[config.mk]
export PLATFORM = sky130hd
export DESIGN_NAME = modem_test_mode_control
export DESIGN_NICKNAME = d
export VERILOG_FILES = /design/src/shared/modem_mode_pkg.sv /design/src/hw/blank_timer.sv /design/src/hw/modem_test_mode_control.sv
export VERILOG_INCLUDE_DIRS = /design/src /design/src/shared
export SDC_FILE = /design/constraint.sdc
export NUM_CORES = 1
export LEC_CHECK = 0
export BUFFER_PORTS_ARGS = -buffer_cell sky130_fd_sc_hd__clkbuf_2
export CAP_MARGIN = 20
export CORE_MARGIN = 3
export CORE_UTILIZATION = 60
export CTS_BUF_LIST = sky130_fd_sc_hd__clkbuf_4
export CTS_CLUSTER_SIZE = 28
export DETAILED_ROUTE_END_ITERATION = 8
export PLACE_DENSITY = 0.87
export SLEW_MARGIN = 20
export SYNTH_ARGS = -nofsm -noshare
export SYNTH_HDL_FRONTEND = slang
export SYNTH_SLANG_ARGS = --single-unit
[constraint.sdc]
create_clock -name clock -period 2.97 [get_ports clock]
set_input_delay 0.4455 -clock clock [delete_from_list [all_inputs] [get_ports clock]]
set_output_delay 0.4455 -clock clock [all_outputs]
set_load 0.02 [all_outputs]
[src/shared/modem_mode_defs.svh]
`ifndef MODEM_MODE_DEFS_SVH
`define MODEM_MODE_DEFS_SVH

// ********************************************************
// raw test/operate selector codes, any other code is reset
// ********************************************************
`define SEL_WIDTH 3
`define SEL_OPERATE 3'h0
`define SEL_LOCAL 3'h1
`define SEL_TERM 3'h2
`define SEL_CHTX 3'h3
`define SEL_REMRX 3'h4

// ********************************************************
// timing
// ********************************************************
`define CLK_MHZ 200
`define BLANK_MS 200
`define BLANK_CYCLES (`BLANK_MS * `CLK_MHZ * 1000)
`define BLINK_MS 500
`define BLINK_CYCLES (`BLINK_MS * `CLK_MHZ * 1000)

// ********************************************************
// signal quality display
// ********************************************************
`define QUAL_WIDTH 6
`define QUAL_MAX 6'h32

`endif

[src/shared/modem_mode_pkg.sv]
`default_nettype none
package modem_mode_pkg;

  // decoded selector state
  typedef enum logic [2:0] {
    MODE_OPERATE,
    MODE_RESET,
    MODE_LOCAL,
    MODE_TERM,
    MODE_CHTX,
    MODE_REMRX
  } mode_t;

  // internal control lines toward line side and interface
  typedef struct packed {
    logic rtsOn;
    logic sendData;
    logic twoWireSelect;
    logic wrapRelay;
    logic eqBypass;
    logic clampInterface;
    logic lineReadyOut;
    logic forceDtrOff;
    logic forceDtrOn;
  } ctrl_t;

  // decoded selector lines, one hot
  typedef struct packed {
    logic operate;
    logic reset;
    logic localLoopTest;
    logic terminalLoopTest;
    logic channelTransmitTest;
    logic remoteReceiveTest;
  } sel_lines_t;

endpackage : modem_mode_pkg
`default_nettype wire

[src/hw/blank_timer.sv]
`timescale 1ns/10ps
`default_nettype none
`include "modem_mode_defs.svh"

module blank_timer #(
  parameter int CYCLES = `BLANK_CYCLES
) (
  input wire logic clock,
  input wire logic nrst,
  input wire logic restart,
  output logic active
);

  localparam int CW = $clog2(CYCLES + 1);

  generate
    if (CYCLES < 2) begin : g_bad
      $error("blank_timer needs at least two cycles");
    end
  endgenerate

  logic [CW-1:0] count_reg;
  logic [CW-1:0] count_next;

  // every new space reloads, so a burst keeps the lamp dark
  always_comb begin
    count_next = count_reg;
    if (restart) begin
      count_next = CW'(CYCLES); // RULE16
    end else if (count_reg != '0) begin
      count_next = count_reg - CW'(1);
    end
  end

  always_ff @(posedge clock) begin
    if (!nrst) begin
      count_reg <= '0;
    end else begin
      count_reg <= count_next;
    end
  end

  assign active = (count_reg != '0);
endmodule : blank_timer
`default_nettype wire

[src/hw/modem_test_mode_control.sv]
// Summary of operation
// RULE1: voice position stops auto answer, ignores terminal ready
// RULE2: selector changes pass reset; some keep connection
// RULE3: decode one-hot lines for operate, tests, reset
// RULE4: operate follows terminal, strap and data set ready
// RULE5: reset clamps interface, marks data, steers forced ready
// RULE6: local loop forces send, wraps, clamps, four-wire
// RULE7: terminal loop follows terminal with wrap, unclamped
// RULE8: channel tests clamp, force ready on, bypass at 1200
// RULE9: transmit test marks; receive test echoes received data
// RULE10: ready lamp mirrors ready, dark in terminal loop
// RULE11: ready lamp blinks in operate, off elsewhere
// RULE12: operate lamp shows mark, in looped tests a space blanks it 200 ms
// RULE13: looped tests keep operate lamp lit without errors
// RULE14: quality zero without carrier, capped at 50 except in local and terminal loop
// RULE15: clamped interface ignores the terminal completely
// RULE16: blanking counted on clock, restarted by each space
`timescale 1ns/10ps
`default_nettype none
`include "modem_mode_defs.svh"

module modem_test_mode_control #(
  parameter int BLANK_CYCLES = `BLANK_CYCLES,
  parameter int BLINK_CYCLES = `BLINK_CYCLES
) (
  input wire logic clock,
  input wire logic nrst,
  input wire logic [`SEL_WIDTH-1:0] selectorPos,
  input wire logic voicePosition,
  input wire logic twoWireStrap,
  input wire logic rate1200,
  input wire logic dataSetReady,
  input wire logic clampResync,
  input wire logic carrierDetect,
  input wire logic rxData,
  input wire logic [`QUAL_WIDTH-1:0] qualityIn,
  input wire logic dteRts,
  input wire logic dteTxData,
  input wire logic dteDtr,
  input wire logic dteTest,
  output modem_mode_pkg::ctrl_t ctrl,
  output modem_mode_pkg::sel_lines_t selLines,
  output logic autoAnswerEnable,
  output logic dtrAccepted,
  output logic connDrop,
  output logic readyLamp,
  output logic operateLamp,
  output logic [`QUAL_WIDTH-1:0] qualityOut
);

  localparam int BW = $clog2(BLINK_CYCLES + 1);

  generate
    if (BLINK_CYCLES < 2 || BLANK_CYCLES < 2) begin : g_bad
      $error("blink and blank counts must be at least two");
    end
  endgenerate

  // ********************************************************
  // selector decode and sequencing
  // ********************************************************

  function automatic modem_mode_pkg::mode_t decodeSel(
    input logic [`SEL_WIDTH-1:0] pos);
    case (pos)
      `SEL_OPERATE: decodeSel = modem_mode_pkg::MODE_OPERATE;
      `SEL_LOCAL: decodeSel = modem_mode_pkg::MODE_LOCAL;
      `SEL_TERM: decodeSel = modem_mode_pkg::MODE_TERM;
      `SEL_CHTX: decodeSel = modem_mode_pkg::MODE_CHTX;
      `SEL_REMRX: decodeSel = modem_mode_pkg::MODE_REMRX;
      default: decodeSel = modem_mode_pkg::MODE_RESET;
    endcase
  endfunction : decodeSel

  // positions across which a switched connection survives
  function automatic logic keepsLine(input modem_mode_pkg::mode_t m);
    keepsLine = (m == modem_mode_pkg::MODE_OPERATE) ||
                (m == modem_mode_pkg::MODE_CHTX) ||
                (m == modem_mode_pkg::MODE_REMRX);
  endfunction : keepsLine

  modem_mode_pkg::mode_t target;
  modem_mode_pkg::mode_t curMode_reg, curMode_next;
  modem_mode_pkg::mode_t lastMode_reg, lastMode_next;
  logic connDrop_reg, connDrop_next;

  assign target = decodeSel(selectorPos);

  // a jump between two positions is split by one reset cycle
  always_comb begin
    curMode_next = target;
    lastMode_next = lastMode_reg;
    connDrop_next = 1'b0;
    if (curMode_reg != modem_mode_pkg::MODE_RESET &&
        target != curMode_reg) begin
      curMode_next = modem_mode_pkg::MODE_RESET; // RULE2
    end
    if (curMode_reg == modem_mode_pkg::MODE_RESET &&
        curMode_next != modem_mode_pkg::MODE_RESET) begin
      lastMode_next = curMode_next;
      // RULE2
      connDrop_next = (curMode_next != lastMode_reg) &&
                      !(keepsLine(curMode_next) && keepsLine(lastMode_reg));
    end
  end

  always_ff @(posedge clock) begin
    if (!nrst) begin
      curMode_reg <= modem_mode_pkg::MODE_RESET;
      lastMode_reg <= modem_mode_pkg::MODE_OPERATE;
      connDrop_reg <= 1'b0;
    end else begin
      curMode_reg <= curMode_next;
      lastMode_reg <= lastMode_next;
      connDrop_reg <= connDrop_next;
    end
  end

  // one line per state, so exactly one is ever high
  always_comb begin
    selLines = '0;
    case (curMode_reg)
      modem_mode_pkg::MODE_OPERATE: selLines.operate = 1'b1; // RULE3
      modem_mode_pkg::MODE_LOCAL: selLines.localLoopTest = 1'b1;
      modem_mode_pkg::MODE_TERM: selLines.terminalLoopTest = 1'b1;
      modem_mode_pkg::MODE_CHTX: selLines.channelTransmitTest = 1'b1;
      modem_mode_pkg::MODE_REMRX: selLines.remoteReceiveTest = 1'b1;
      default: selLines.reset = 1'b1;
    endcase
  end

  assign connDrop = connDrop_reg;

  // ********************************************************
  // control lines
  // ********************************************************

  modem_mode_pkg::ctrl_t ctrl_reg, ctrl_next;
  logic termLike;
  logic farSide;

  // interface test from the terminal acts like terminal loop
  assign termLike = selLines.terminalLoopTest ||
                    (selLines.operate && dteTest);
  assign farSide = (lastMode_reg == modem_mode_pkg::MODE_CHTX) ||
                   (lastMode_reg == modem_mode_pkg::MODE_REMRX);

  always_comb begin
    ctrl_next = '0;
    ctrl_next.twoWireSelect = twoWireStrap;
    ctrl_next.sendData = 1'b1; // mark unless a mode says otherwise
    if (termLike) begin
      ctrl_next.rtsOn = dteRts; // RULE7
      ctrl_next.sendData = dteTxData;
      ctrl_next.twoWireSelect = 1'b0;
      ctrl_next.wrapRelay = 1'b1;
      ctrl_next.eqBypass = 1'b1;
      ctrl_next.lineReadyOut = clampResync;
      ctrl_next.forceDtrOff = 1'b1;
    end else begin
      case (curMode_reg)
        modem_mode_pkg::MODE_OPERATE: begin
          ctrl_next.rtsOn = dteRts; // RULE4
          ctrl_next.sendData = dteTxData;
          ctrl_next.lineReadyOut = dataSetReady;
        end
        modem_mode_pkg::MODE_LOCAL: begin
          ctrl_next.rtsOn = 1'b1; // RULE6
          ctrl_next.twoWireSelect = 1'b0;
          ctrl_next.wrapRelay = 1'b1;
          ctrl_next.eqBypass = 1'b1;
          ctrl_next.clampInterface = 1'b1;
          ctrl_next.lineReadyOut = clampResync;
          ctrl_next.forceDtrOff = 1'b1;
        end
        modem_mode_pkg::MODE_CHTX, modem_mode_pkg::MODE_REMRX: begin
          ctrl_next.clampInterface = 1'b1; // RULE8
          ctrl_next.forceDtrOn = 1'b1;
          ctrl_next.eqBypass = rate1200;
          ctrl_next.lineReadyOut = dataSetReady;
          ctrl_next.rtsOn = 1'b1; // RULE9
          if (curMode_reg == modem_mode_pkg::MODE_REMRX) begin
            ctrl_next.rtsOn = !twoWireStrap;
            ctrl_next.sendData = rxData;
          end
        end
        default: begin
          // RULE5
          ctrl_next.clampInterface = 1'b1;
          ctrl_next.forceDtrOff = !farSide;
          ctrl_next.forceDtrOn = farSide;
        end
      endcase
    end
  end

  logic autoAnswer_reg, autoAnswer_next;
  logic dtrAcc_reg, dtrAcc_next;

  // handset use and a clamped interface both shut the terminal out
  always_comb begin
    autoAnswer_next = !voicePosition; // RULE1
    dtrAcc_next = dteDtr && !voicePosition &&
                  !ctrl_next.clampInterface; // RULE15
  end

  always_ff @(posedge clock) begin
    if (!nrst) begin
      ctrl_reg <= '0;
      autoAnswer_reg <= 1'b0;
      dtrAcc_reg <= 1'b0;
    end else begin
      ctrl_reg <= ctrl_next;
      autoAnswer_reg <= autoAnswer_next;
      dtrAcc_reg <= dtrAcc_next;
    end
  end

  assign ctrl = ctrl_reg;
  assign autoAnswerEnable = autoAnswer_reg;
  assign dtrAccepted = dtrAcc_reg;

  // ********************************************************
  // front panel indicators
  // ********************************************************

  logic [BW-1:0] blinkCnt_reg, blinkCnt_next;
  logic blinkPhase_reg, blinkPhase_next;
  logic loopMode;
  logic blanking;
  logic ready_reg, ready_next;
  logic operLamp_reg, operLamp_next;
  logic [`QUAL_WIDTH-1:0] qual_reg, qual_next;

  // free running half period divider for the ready blink
  always_comb begin
    blinkCnt_next = blinkCnt_reg - BW'(1);
    blinkPhase_next = blinkPhase_reg;
    if (blinkCnt_reg == '0) begin
      blinkCnt_next = BW'(BLINK_CYCLES - 1);
      blinkPhase_next = !blinkPhase_reg;
    end
  end

  assign loopMode = selLines.localLoopTest ||
                    selLines.channelTransmitTest ||
                    selLines.remoteReceiveTest;

  blank_timer #(
    .CYCLES(BLANK_CYCLES)
  ) u_blank (
    .clock(clock),
    .nrst(nrst),
    .restart(loopMode && !rxData), // RULE12
    .active(blanking)
  );

  // the lamp is dark for the whole interval, even if marks return
  always_comb begin
    // RULE10 RULE11
    ready_next = selLines.operate && dataSetReady && blinkPhase_reg;
    // RULE13
    operLamp_next = rxData && !(loopMode && blanking);
    qual_next = '0;
    if (carrierDetect) begin // RULE14
      if (selLines.operate || selLines.channelTransmitTest ||
          selLines.remoteReceiveTest) begin
        qual_next = (qualityIn > `QUAL_MAX) ? `QUAL_MAX : qualityIn;
      end else if (!selLines.reset) begin
        qual_next = qualityIn;
      end
    end
  end

  always_ff @(posedge clock) begin
    if (!nrst) begin
      blinkCnt_reg <= BW'(BLINK_CYCLES - 1);
      blinkPhase_reg <= 1'b0;
      ready_reg <= 1'b0;
      operLamp_reg <= 1'b0;
      qual_reg <= '0;
    end else begin
      blinkCnt_reg <= blinkCnt_next;
      blinkPhase_reg <= blinkPhase_next;
      ready_reg <= ready_next;
      operLamp_reg <= operLamp_next;
      qual_reg <= qual_next;
    end
  end

  assign readyLamp = ready_reg;
  assign operateLamp = operLamp_reg;
  assign qualityOut = qual_reg;
endmodule : modem_test_mode_control
`default_nettype wire

# ---- Word-level counts from Yosys, hierarchy flattened
# Index checks and enable logic that the tools add are counted.
dict set report classes {
  order_cmp 1
  add_sub_neg 2
  mux 25
  reduce_logical 47
  n_bitwise 1
  eq_ne 17
}
# op count
set op_table {}
lappend op_table {{26-bit two-way mux} 2}
lappend op_table {{27-bit logical NOT} 1}
lappend op_table {{27-bit by 1-bit subtractor with 27-bit output (second input constant)} 1}
lappend op_table {{26-bit nonzero test} 1}
lappend op_table {{26-bit by 1-bit subtractor with 26-bit output (second input constant)} 1}
lappend op_table {{3-bit == test (second input constant)} 7}
lappend op_table {{6-bit two-way mux} 3}
lappend op_table {{3-bit case mux with 5 select lines} 1}
lappend op_table {{3-bit by 2-bit == test with 1-bit output (second input constant)} 4}
lappend op_table {{1-bit logical AND} 12}
lappend op_table {{3-bit logical NOT} 4}
lappend op_table {{1-bit logical OR} 10}
lappend op_table {{1-bit case mux with 2 select lines} 5}
lappend op_table {{2-bit OR reduction} 5}
lappend op_table {{1-bit logical NOT} 8}
lappend op_table {{1-bit two-way mux} 8}
lappend op_table {{3-bit by 1-bit == test with 1-bit output (second input constant)} 2}
lappend op_table {{6-bit > comparator (second input constant)} 1}
lappend op_table {{2-bit two-way mux} 3}
lappend op_table {{3-bit by 1-bit != test with 1-bit output (second input constant)} 2}
lappend op_table {{3-bit != test} 2}
lappend op_table {{3-bit OR reduction} 2}
lappend op_table {{5-bit two-way mux} 1}
lappend op_table {{5-bit OR reduction} 1}
lappend op_table {{5 further kinds} 6}
dict set report word_totals {
  ff_bits 80
  elab_cells 114
  in_bits 22
  out_inout_bits 26
}

# ---- Longest topological paths before layout
# Gate-level depths: netlist of the first run.
dict set report depth {
  word_depth 11
  depth_mapped 8
  ltp_nobuf 7
}

# ---- Modules after synthesis
# From an unflattened synthesis of the first run, not the netlist that was laid out.
dict set report hier_totals {
  hier_cells 437
  area_unflattened_um2 3767.4
}
# module instances seq_area_each_um2 cells_each area_per_inst_um2
set by_module_without_submodules {}
lappend by_module_without_submodules {modem_test_mode_control 1 1081.0 284 2414.8}
lappend by_module_without_submodules {blank_timer 1 520.5 153 1352.5}

# ---- Worst setup path after synthesis of the first run
# No wires, ideal clock.
dict set report synth_path {
  kind {flip-flop to flip-flop}
  startpoint {register u_blank.count_reg[10]}
  endpoint {register u_blank.count_reg[23]}
  period_less_slack_ps 2236
  setup_slack_ps 734
  t_arrival_ps 2177
  n_path_buf 1
  path_stages_with_launch 7
  required_time_ps 2911
  setup_time_ps 59
  path_cell_list {dfxtp_1 > or4_4 > or3_4 > buf_6 > or3_1 > or4_1 > nand2_1}
}
dict set report synth_via {
  elab_chain_len 1
  elab_cells_between_ends 2
  classes_between {add/sub (1); reduce/logical (1)}
}
# item line
set synth_lines {}
lappend synth_lines {{start, declared} blank_timer.sv:22} ;# logic [CW-1:0] count_reg;
lappend synth_lines {{start signal, assigned} blank_timer.sv:39} ;# count_reg <= count_next;
lappend synth_lines {{26-bit by 1-bit subtractor with 26-bit output / 26-bit nonzero test (equally long branches)} {blank_timer.sv:31, blank_timer.sv:30}}
# Parallel ways exist; a longest one is shown, timed or not.
# A chain may end at the register's enable or synchronous reset.

# ---- Final worst setup path of the first run
dict set report layout_path {
  startpoint {register u_blank.count_reg[3]}
  endpoint {register u_blank.count_reg[14]}
}
dict set report layout_via {
  elab_chain_len 3
  elab_cells_between_ends 5
  classes_between {add/sub (1); mux (2); reduce/logical (2)}
}
# item line
set layout_lines {}
lappend layout_lines {{26-bit by 1-bit subtractor with 26-bit output} blank_timer.sv:31} ;# count_next = count_reg - CW'(1);
lappend layout_lines {{26-bit two-way mux} blank_timer.sv:30} ;# end else if (count_reg != '0) begin
lappend layout_lines {{26-bit two-way mux} blank_timer.sv:28} ;# if (restart) begin
# Parallel ways exist; a longest one is shown, timed or not. The select of a mux whose other input is x is not followed.

==> results of run 1 <==
## power by group through the flow
stage               clock network [mW]  logic, mW  registers, mW
global placement                     0       1.37           1.41
global route                     0.714       1.62           1.43
floorplan                            0       1.15           1.40
CTS                              0.670       1.46           1.40
finish                           0.659       1.46           1.40
detailed placement                   0       1.45           1.42
## layout by cell type, fill, tap and decap left out, types with 7 or more instances in the layout
master / Yosys / routed
clkbuf_4: 0 / 9
nor3b_1: 8 / 8
inv_1: 15 / 15
nor3_1: 19 / 19
and2_1: 7 / 7
nand2_1: 39 / 39
dfxtp_1: 80 / 80
nor2_1: 57 / 57
o21ai_0: 16 / 16
nand2b_1: 7 / 7
buf_4: 0 / 10
or3_1: 14 / 14
nor4_1: 13 / 13
clkbuf_2: 0 / 47
a21oi_1: 23 / 23
xnor2_1: 31 / 31
xor2_1: 9 / 9
## per-stage QoR
stage	power [mW]	utilization (%)	hold slack [ps]	cell area (sq um)
after detailed placement	2.867	69.98	434.0	4019
after floorplan	2.547	-	383.7	3702
after CTS	3.525	72.53	152.3	4165
after global placement	2.783	69.98	392.1	4019
after global routing	3.766	72.53	133.3	4165
final	3.524	72.53	170.9	4165
## path summary, 6_finish.rpt
kind | endpoint | depth (start not counted) | startpoint | slack [ps]
worst max-delay path | u_blank.count_reg[14] | 5 | u_blank.count_reg[3] | 560
worst min-delay path | autoAnswerEnable | 2 | voicePosition | 170
worst max register to register | u_blank.count_reg[14] | 5 | u_blank.count_reg[3] | 560
worst min register to register | blinkCnt_reg[0] | 1 | blinkCnt_reg[0] | 460
## logic make-up (layout without fill, tap and decap cells)
logic type | after synthesis | after routing | share of synthesized area (%)
and+or+nand+nor | 200 | 200 | 27.71
AOI/OAI and AO/OA | 81 | 81 | 14.57
DFF | 80 | 80 | 43.26
xor gates and xnor gates | 40 | 40 | 9.463
buffers and inverters | 35 | 88 | 3.785
adders and majority gates | 2 | 2 | 0.6758
muxes | 2 | 2 | 0.5407
## per-layer routing
layer / vias to the layer above / routed length (microns)
li1: 1650 / -
met2: 119 / 4109
met5: - / 0
met1: 1555 / 3456
met4: 0 / 170
met3: 19 / 599
## area by class of cell
type | instances | area share [%]
Clock inverter | 7 | 1.892
Timing Repair Buffer | 57 | 7.450
Tap cell | 72 | 2.163
Sequential cell | 80 | 38.45
Clock buffer | 9 | 1.622
Inverter | 15 | 1.352
Multi-Input combinational cell | 325 | 47.07
## Yosys cell counts (7+ instances only)
master    count
nor4_1       13
a21oi_1      23
and2_1        7
dfxtp_1      80
xor2_1        9
inv_1        15
nor2_1       57
nand2_1      39
o21ai_0      16
nor3b_1       8
clkbuf_1     13
xnor2_1      31
nand2b_1      7
nor3_1       19
or3_1        14
==> summary.txt, run 1 <==
Timing
  • Fin. Hold Viols: 0
  • Setup tns final: 0 ps
  • Final period utilization: 81.22%
  • FMAX: 414.5 MHz
  • Least-Margin Pin Slew: 740.8 ps
  • Setup slack after layout: 557.7 ps
  • Max-slew violation count: 0
  • Slew margin rel.: 50.43%
  • Tmin final: 2412 ps
  • Setup Skew: 16.29 ps
  • Unrepaired setup endpoints after global routing: no
  • Final setup viols: 0

GRT
  • GR Util met3: 7.851%
  • Gr usage total: 23.97%
  • GRT busiest layer: met2
  • Total congestion overflow: 0
  • Initial antenna violation count: 0
  • GRT met1 Usage: 27.82%
  • Pin count of the biggest net entering global routing: 22
  • Vias in the first global route: 3260
  • First-pass GRT wire length: 14150 microns
  • Met2 Track Usage GR: 41.00%

Yosys
  • Post-synth ARST share: 0%
  • Post-synth cell types: 53
  • Post-Syn Area: 3702 sq um
  • Post-synth top flop: dfxtp_1
  • Top cells by area, synth: dfxtp_1, xnor2_1, nor2_1
  • Total number of yosys warnings: 0
  • Top-area cell type share of the netlist area: 43.26%
  • Cell taking the most area after synthesis: dfxtp_1
  • Post-synthesis cell count: 440
  • Synth Net Count: 464
  • Post-synth EDFFs: 0
  • Register area share after synthesis: 43.26%
  • Avg Inst Size Synth: 8.414 sq um
  • #FFs+latches synth: 80

Pwr
  • Gate power share: 41.5%
  • Leakage power: 1.632 nW
  • Sw Ratio: 40.16%
  • Internal cell power: 2.109 mW
  • Pwr/cell area: 846.1 nW/um^2
  • Clock share of power: 18.7%
  • Seq pwr share: 39.8%
  • Psw: 1.416 mW
  • Max VDD drop: 912.1 uV

Placed design
  • # port buffers: 47
  • Dpl ws: 608.2 ps
  • DP Wirelength: 6043 microns
  • Placed Cells incl. Taps: 549
  • Gp weighted congestion: 0.9139

CTS
  • Clock slew at reported path FFs: 140 ps
  • CTS max path bufs: 2
  • CTS Hold Bufs: 0
  • Skew-Pair Late Insertion Delay: 430 ps
  • Number of buffers created by CTS: 9
  • CTS tree: yes
  • CTS Sinks: 80
  • Clock Tree Root: clkbuf_4
  • H-tree levels: 3
  • Postcts setup bufs: 0
  • # resized after CTS: 0

Die
  • Die Width: 84.55 microns
  • Die area: 7149 sq um
  • Die Y: 84.55 microns
  • Core area: 5743 sq um
  • Number of I/O pins: 48
  • Initial Utilization: 64.47%
  • # rows: 27

Route
  • DR WL/cell: 14.75 microns
  • Post-DRT Antenna Nets: 0
  • 1st-pass router iterations: 4
  • Routed vias/inst: 5.917
  • Vias: 3343
  • DRT iter0 DRCs: 184
  • Routed WL: 8334 microns
  • DRC errors left: 0

Final layout
  • Antenna cell count: 0
  • Layout Cells excl Fill: 565
  • Register Area: 1602 sq um
  • Syn-to-layout area delta: 12.50%
  • Fillers: 441
  • Area of the multi-input gates: 1961 sq um
  • Max reg flops: 27
  • Share of post-route cells with drive strength above 1: 16.23%
  • Fin nets: 512

Worst setup path
  • CP max-delay cell: a2111oi_0
  • WP data required: 3280 ps
  • CP Capture Type: flop
  • CP max stage delay: 710 ps
  • Critical Path Start Type: flop
  • Crit path buffers/inverters: 0
  • Worst-path cell chain: nor3_1 > nand4b_1 > a2111oi_0 > xnor2_1 > a21oi_1
  • CP arrival: 2720 ps
  • CP max FO: 16
  • Cell family with most CP delay: simple AND/OR/NAND/NOR gates
  • WS Path Type: flop to flop

Outcome
  • Status: finished clean

Worst hold path
  • Min-delay worst type: primary input to flop

Job
  • Max cap viols: 0
Power figures use the tool's default switching activity.
==> run 2: changes to the inputs <==
--- a/config.mk
+++ b/config.mk
@@ -6,6 +6,7 @@
 export SDC_FILE = /design/constraint.sdc
 export NUM_CORES = 1
 export LEC_CHECK = 0
+export ABC_AREA = 1
 export BUFFER_PORTS_ARGS = -buffer_cell sky130_fd_sc_hd__clkbuf_2
 export CAP_MARGIN = 20
 export CORE_MARGIN = 3
==> constraint.sdc (replaced) <==
create_clock -name clock -period 2.46 [get_ports clock]
set_input_delay 0.369 -clock clock [delete_from_list [all_inputs] [get_ports clock]]
set_output_delay 0.369 -clock clock [all_outputs]
set_load 0.02 [all_outputs]
==> summary.txt, run 2 <==
Yosys
  • Total number of yosys warnings: 0
  • Post-synth cell types: 37
  • Post-synthesis cell count: 557
  • Avg Inst Size Synth: 7.013 sq um
  • Register area share after synthesis: 41.00%
  • Cell taking the most area after synthesis: dfxtp_1
  • Most frequent cell after synthesis: nand2_1
  • #FFs+latches synth: 80
  • Post-synth top flop: dfxtp_1
  • Synth Net Count: 581
  • Post-Syn Area: 3906 sq um
  • Post-synth ARST share: 0%
  • Post-synth EDFFs: 0
  • Top cells by area, synth: dfxtp_1, nand2_1, nor2_1
  • Top-area cell type share of the netlist area: 41.00%
  • Top post-synthesis cells by count: nand2_1, nor2_1, dfxtp_1

Timing
  • Setup tns final: 0 ps
  • Final period utilization: 86.54%
  • Unrepaired setup endpoints after global routing: no
  • Fin. Hold Viols: 0
  • FMAX: 469.7 MHz
  • Max-slew violation count: 0
  • Slew margin rel.: 68.78%
  • Tmin final: 2129 ps
  • Least-Margin Pin Slew: 464.7 ps
  • Final setup viols: 0
  • Setup Skew: 22.43 ps

Final layout
  • Commonest cells after routing, fill and taps aside: nand2_1, nor2_1, dfxtp_1, inv_1, clkbuf_2
  • Fin nets: 633
  • Non-Filler Cell Area, Final: 4398 sq um
  • Commonest non-fill, non-tap cell in the layout: nand2_1
  • Max reg flops: 27
  • Syn-to-layout area delta: 12.59%
  • Layout Cells excl Fill: 689
  • Antenna cell count: 0
  • Share of post-route cells with drive strength above 1: 17.10%

Job
  • Max cap viols: 0

GRT
  • Gr usage total: 25.31%
  • Initial antenna violation count: 0
  • First-pass GRT wire length: 15390 microns
  • Vias in the first global route: 3573
  • Pin count of the biggest net entering global routing: 21
  • Total congestion overflow: 0

Placed design
  • DP Wirelength: 6792 microns
  • Placed instance area: 4212 sq um
  • # port buffers: 47
  • Gp weighted congestion: 0.9540
  • Placed Cells incl. Taps: 673

Die
  • Die Width: 86.69 microns
  • Core area: 6096 sq um
  • # rows: 28
  • Die Y: 86.69 microns
  • Number of I/O pins: 48
  • Die area: 7514 sq um
  • Initial Utilization: 64.08%

Outcome
  • Status: finished clean

Route
  • 1st-pass router iterations: 5
  • Routed WL: 8867 microns
  • Vias: 3699
  • Routed wl met2: 4328 microns
  • Post-DRT Antenna Nets: 0
  • DRC errors left: 0
  • DRT iter0 DRCs: 203
  • Highest Signal Layer: met4
  • Met1 WL: 3784 microns
  • DR WL/cell: 12.87 microns
  • WL met3: 622 microns
  • Routed vias/inst: 5.369

CTS
  • CTS max path bufs: 2
  • Number of buffers created by CTS: 9
  • H-tree levels: 3
  • Skew-Pair Late Insertion Delay: 430 ps
  • CTS Hold Bufs: 0
  • Clock Tree Root: clkbuf_4
  • CTS Sinks: 80
  • CTS tree: yes
  • # resized after CTS: 0
  • Postcts setup bufs: 0
  • Clock slew at reported path FFs: 140 ps

Worst setup path
  • Worst reg2reg setup slack: 520 ps
  • R2R Path End: u_blank.count_reg[16]
  • CP arrival: 1760 ps
  • WS Path Type: flop to output pin
  • CP max FO: 8
  • FF-to-FF Start: u_blank.count_reg[0]
  • Reg2reg path depth: 11
  • CP Capture Type: output pin
  • Critical Path Start Type: flop
  • WP data required: 2090 ps

Pwr
  • Design Power: 4.855 mW
  • Pwr/cell area: 1104 nW/um^2
  • Max VDD drop: 1035 uV
  • Leakage power: 2.037 nW

Worst hold path
  • Min-Delay Path Depth: 2
  • Worst hold start: voicePosition
  • Min-delay worst type: primary input to flop
  • Hold EP: autoAnswerEnable
-- run 2: cell types whose count changed in the layout (fill, tap and decap cells not counted), sizes merged, moves of 8 or more --
cell | previous run | this run
nand2 | 39 | 129
nor3b | 8 | 0
or3 | 15 | 0
nand3 | 6 | 45
inv | 17 | 60
buf | 10 | 2
nor4 | 13 | 3
xor2 | 9 | 17
nor2 | 57 | 118
xnor2 | 31 | 12
-- run 2: worst max-delay path, cell delays in order (launching register included) --
cell and delay [ps]:
dfxtp_1 510, inv_1 90, nor2_1 270, inv_1 110, nor2_1 160, clkbuf_2 200
-- run 2: worst max path at each step --
stage	startpoint	to	slack [ps]	depth (start not counted)
4_1_cts	curMode_reg[2]	selLines[0]	330	5
5_1_grt	curMode_reg[2]	selLines[0]	180	5
3_3_place_gp	u_blank.count_reg[0]	u_blank.count_reg[14]	700	9
6_report	curMode_reg[2]	selLines[0]	330	5
2_1_floorplan	curMode_reg[1]	u_blank.count_reg[16]	660	7
3_5_place_dp	u_blank.count_reg[0]	u_blank.count_reg[16]	580	11
-- run 2: per-layer routing --
metal  up-vias  GRT usage [%]
met4         0          8.640
met5         -              0
met1      1682          30.53
li1       1886              -
met2       117          44.09
met3        14          5.894
-- run 2: cells by family (layout without fill, tap and decap cells) --
logic type	count (synthesis)	after routing	share of synthesized area, %
and+or+nand+nor	330	330	37.76
DFF	80	80	41.00
buffers and inverters	67	124	6.662
AOI/OAI and AO/OA	49	49	7.431
xor gates and xnor gates	29	29	6.502
adders and majority gates	2	2	0.6405
-- run 2: cell type report --
class | count | area (sq um)
Multi-Input combinational cell | 410 | 2044
Fill cell | 504 | 1698
Sequential cell | 80 | 1602
Timing Repair Buffer | 49 | 250.2
Inverter | 59 | 221.5
Clock inverter | 5 | 103.9
Tap cell | 75 | 93.84
Clock buffer | 11 | 82.58
-- run 2: where the power goes --
part / leakage (nW) / internal [mW] / switching (mW)
Clock: 0.101 / 0.540 / 0.455
Combinational: 1.28 / 0.768 / 1.35
Sequential: 0.653 / 1.53 / 0.213
-- run 2: per-stage QoR --
stage / util [%] / worst slack [ps] / hold WS, ps
floorplan: - / 655.4 / 366.0
detailed placement: 69.09 / 577.1 / 382.9
global route: 72.15 / 183.8 / 105.3
global placement: 69.09 / 696.0 / 375.0
finish: 72.15 / 331.1 / 132.6
CTS: 72.15 / 328.9 / 116.5
==> run 3: changes to the inputs <==
==> constraint.sdc (replaced) <==
create_clock -name clock -period 2.46 [get_ports clock]
set_input_delay 0.246 -clock clock [delete_from_list [all_inputs] [get_ports clock]]
set_output_delay 0.246 -clock clock [all_outputs]
set_load 0.02 [all_outputs]
==> summary.txt, run 3 (synthesis results as in run 2) <==
Worst setup path
  • CP Capture Type: output pin
  • Critical Path Start Type: flop
  • WS Path Type: flop to output pin
  • CP arrival: 1750 ps
  • CP max-delay cell: dfxtp_1
  • Worst-path cell chain: inv_1 > nor2_1 > inv_1 > nor2_1 > clkbuf_2
  • CP max FO: 8
  • WP data required: 2210 ps
  • CP max stage delay: 520 ps

Timing
  • Unrepaired setup endpoints after global routing: no
  • Max-slew violation count: 0
  • Setup Skew: 12.21 ps
  • Worst hold slack: 29.75 ps
  • Setup tns final: 0 ps
  • Tmin final: 1997 ps
  • Slew margin rel.: 69.35%
  • Least-Margin Pin Slew: 459.7 ps
  • Final period utilization: 81.18%
  • Fin. Hold Viols: 0
  • Final setup viols: 0
  • FMAX: 500.8 MHz

CTS
  • Clock slew at reported path FFs: 130 ps
  • Number of buffers created by CTS: 9
  • H-tree levels: 3
  • CTS max path bufs: 2
  • Postcts setup bufs: 0
  • Skew-Pair Late Insertion Delay: 420 ps
  • CTS Hold Bufs: 3
  • Clock Tree Root: clkbuf_4
  • CTS Sinks: 80
  • CTS tree: yes
  • # resized after CTS: 0

GRT
  • GRT met1 Usage: 31.20%
  • Pin count of the biggest net entering global routing: 19
  • Gr usage total: 25.89%
  • GRT busiest layer: met2
  • First-pass GRT wire length: 15600 microns
  • Vias in the first global route: 3595
  • Initial antenna violation count: 0
  • Total congestion overflow: 0
  • Met2 Track Usage GR: 43.81%
  • GR Util met3: 7.319%

Die
  • Core area: 6096 sq um
  • Die area: 7514 sq um
  • # rows: 28
  • Initial Utilization: 64.08%
  • Die Width: 86.69 microns
  • Die Y: 86.69 microns
  • Number of I/O pins: 48

Placed design
  • DP Wirelength: 6942 microns
  • Gp weighted congestion: 0.9586
  • Placed Cells incl. Taps: 673
  • # port buffers: 47
  • Placed instance area: 4212 sq um

Final layout
  • Layout Cells excl Fill: 692
  • Commonest non-fill, non-tap cell in the layout: nand2_1
  • Commonest cells after routing, fill and taps aside: nand2_1, nor2_1, dfxtp_1, inv_1, clkbuf_2
  • Antenna cell count: 0
  • Fin nets: 636
  • Max reg flops: 27
  • Syn-to-layout area delta: 12.17%
  • Non-Filler Cell Area, Final: 4382 sq um
  • Share of post-route cells with drive strength above 1: 16.86%

Pwr
  • Design Power: 4.722 mW
  • Seq pwr share: 37.0%
  • Sw Ratio: 44.28%
  • Pwr/cell area: 1078 nW/um^2
  • Psw: 2.091 mW
  • Internal cell power: 2.631 mW
  • Max VDD drop: 985.6 uV
  • Clock share of power: 16.9%
  • Gate power share: 46.1%
  • Leakage power: 2.019 nW

Route
  • DRC errors left: 0
  • Vias: 3735
  • Post-DRT Antenna Nets: 0
  • DRT iter0 DRCs: 290
  • DR WL/cell: 13.27 microns
  • Routed WL: 9183 microns
  • Routed vias/inst: 5.397
  • 1st-pass router iterations: 5

Outcome
  • Status: finished clean

Worst hold path
  • Min-delay worst type: primary input to flop

Job
  • Max cap viols: 0
run 3: per-stage QoR:
stage	setup WS [ps]	util, %
2_1_floorplan	655.4	-
6_report	463.1	71.88
3_5_place_dp	582.6	69.09
4_1_cts	481.2	71.88
5_1_grt	279.0	71.88
3_3_place_gp	696.8	69.09
run 3: routing by layer:
metal | up-vias | wire length (microns)
met5 | - | 0
met4 | 0 | 212
met3 | 22 | 602
met2 | 119 | 4436
met1 | 1701 | 3931
li1 | 1893 | -
run 3: final timing paths:
check | startpoint | end | slack [ps] | cells after the start
worst max register to register | u_blank.count_reg[0] | u_blank.count_reg[12] | 550 | 9
worst min register to register | blinkCnt_reg[0] | blinkCnt_reg[0] | 410 | 1
worst min-delay path | twoWireStrap | ctrl[6] | 30 | 3
worst max-delay path | curMode_reg[2] | selLines[0] | 460 | 5
run 3: power groups by stage:
stage	clock network (mW)	logic [mW]	registers [mW]
floorplan	0	1.67	1.73
global placement	0	2.05	1.76
detailed placement	0	2.12	1.77
CTS	0.800	2.15	1.74
global route	0.869	2.47	1.77
finish	0.796	2.18	1.75
run 3: area by class of cell:
| type | instances | area [sq um] |
|---|---|---|
| well taps | 75 | 93.84 |
| multi-input cells | 410 | 2044 |
| flip-flops and latches | 80 | 1602 |
| clock buffers | 11 | 82.58 |
| repair buffers | 52 | 280.3 |
| clock inverters | 5 | 57.56 |
| fillers | 504 | 1714 |
| inverters | 59 | 221.5 |
run 3: worst max-delay path, delay by kind of cell, from the launching register on:
kind          cells  cell delay (ps)
buf+inv           3              390
flops             1              520
simple gates      2              430
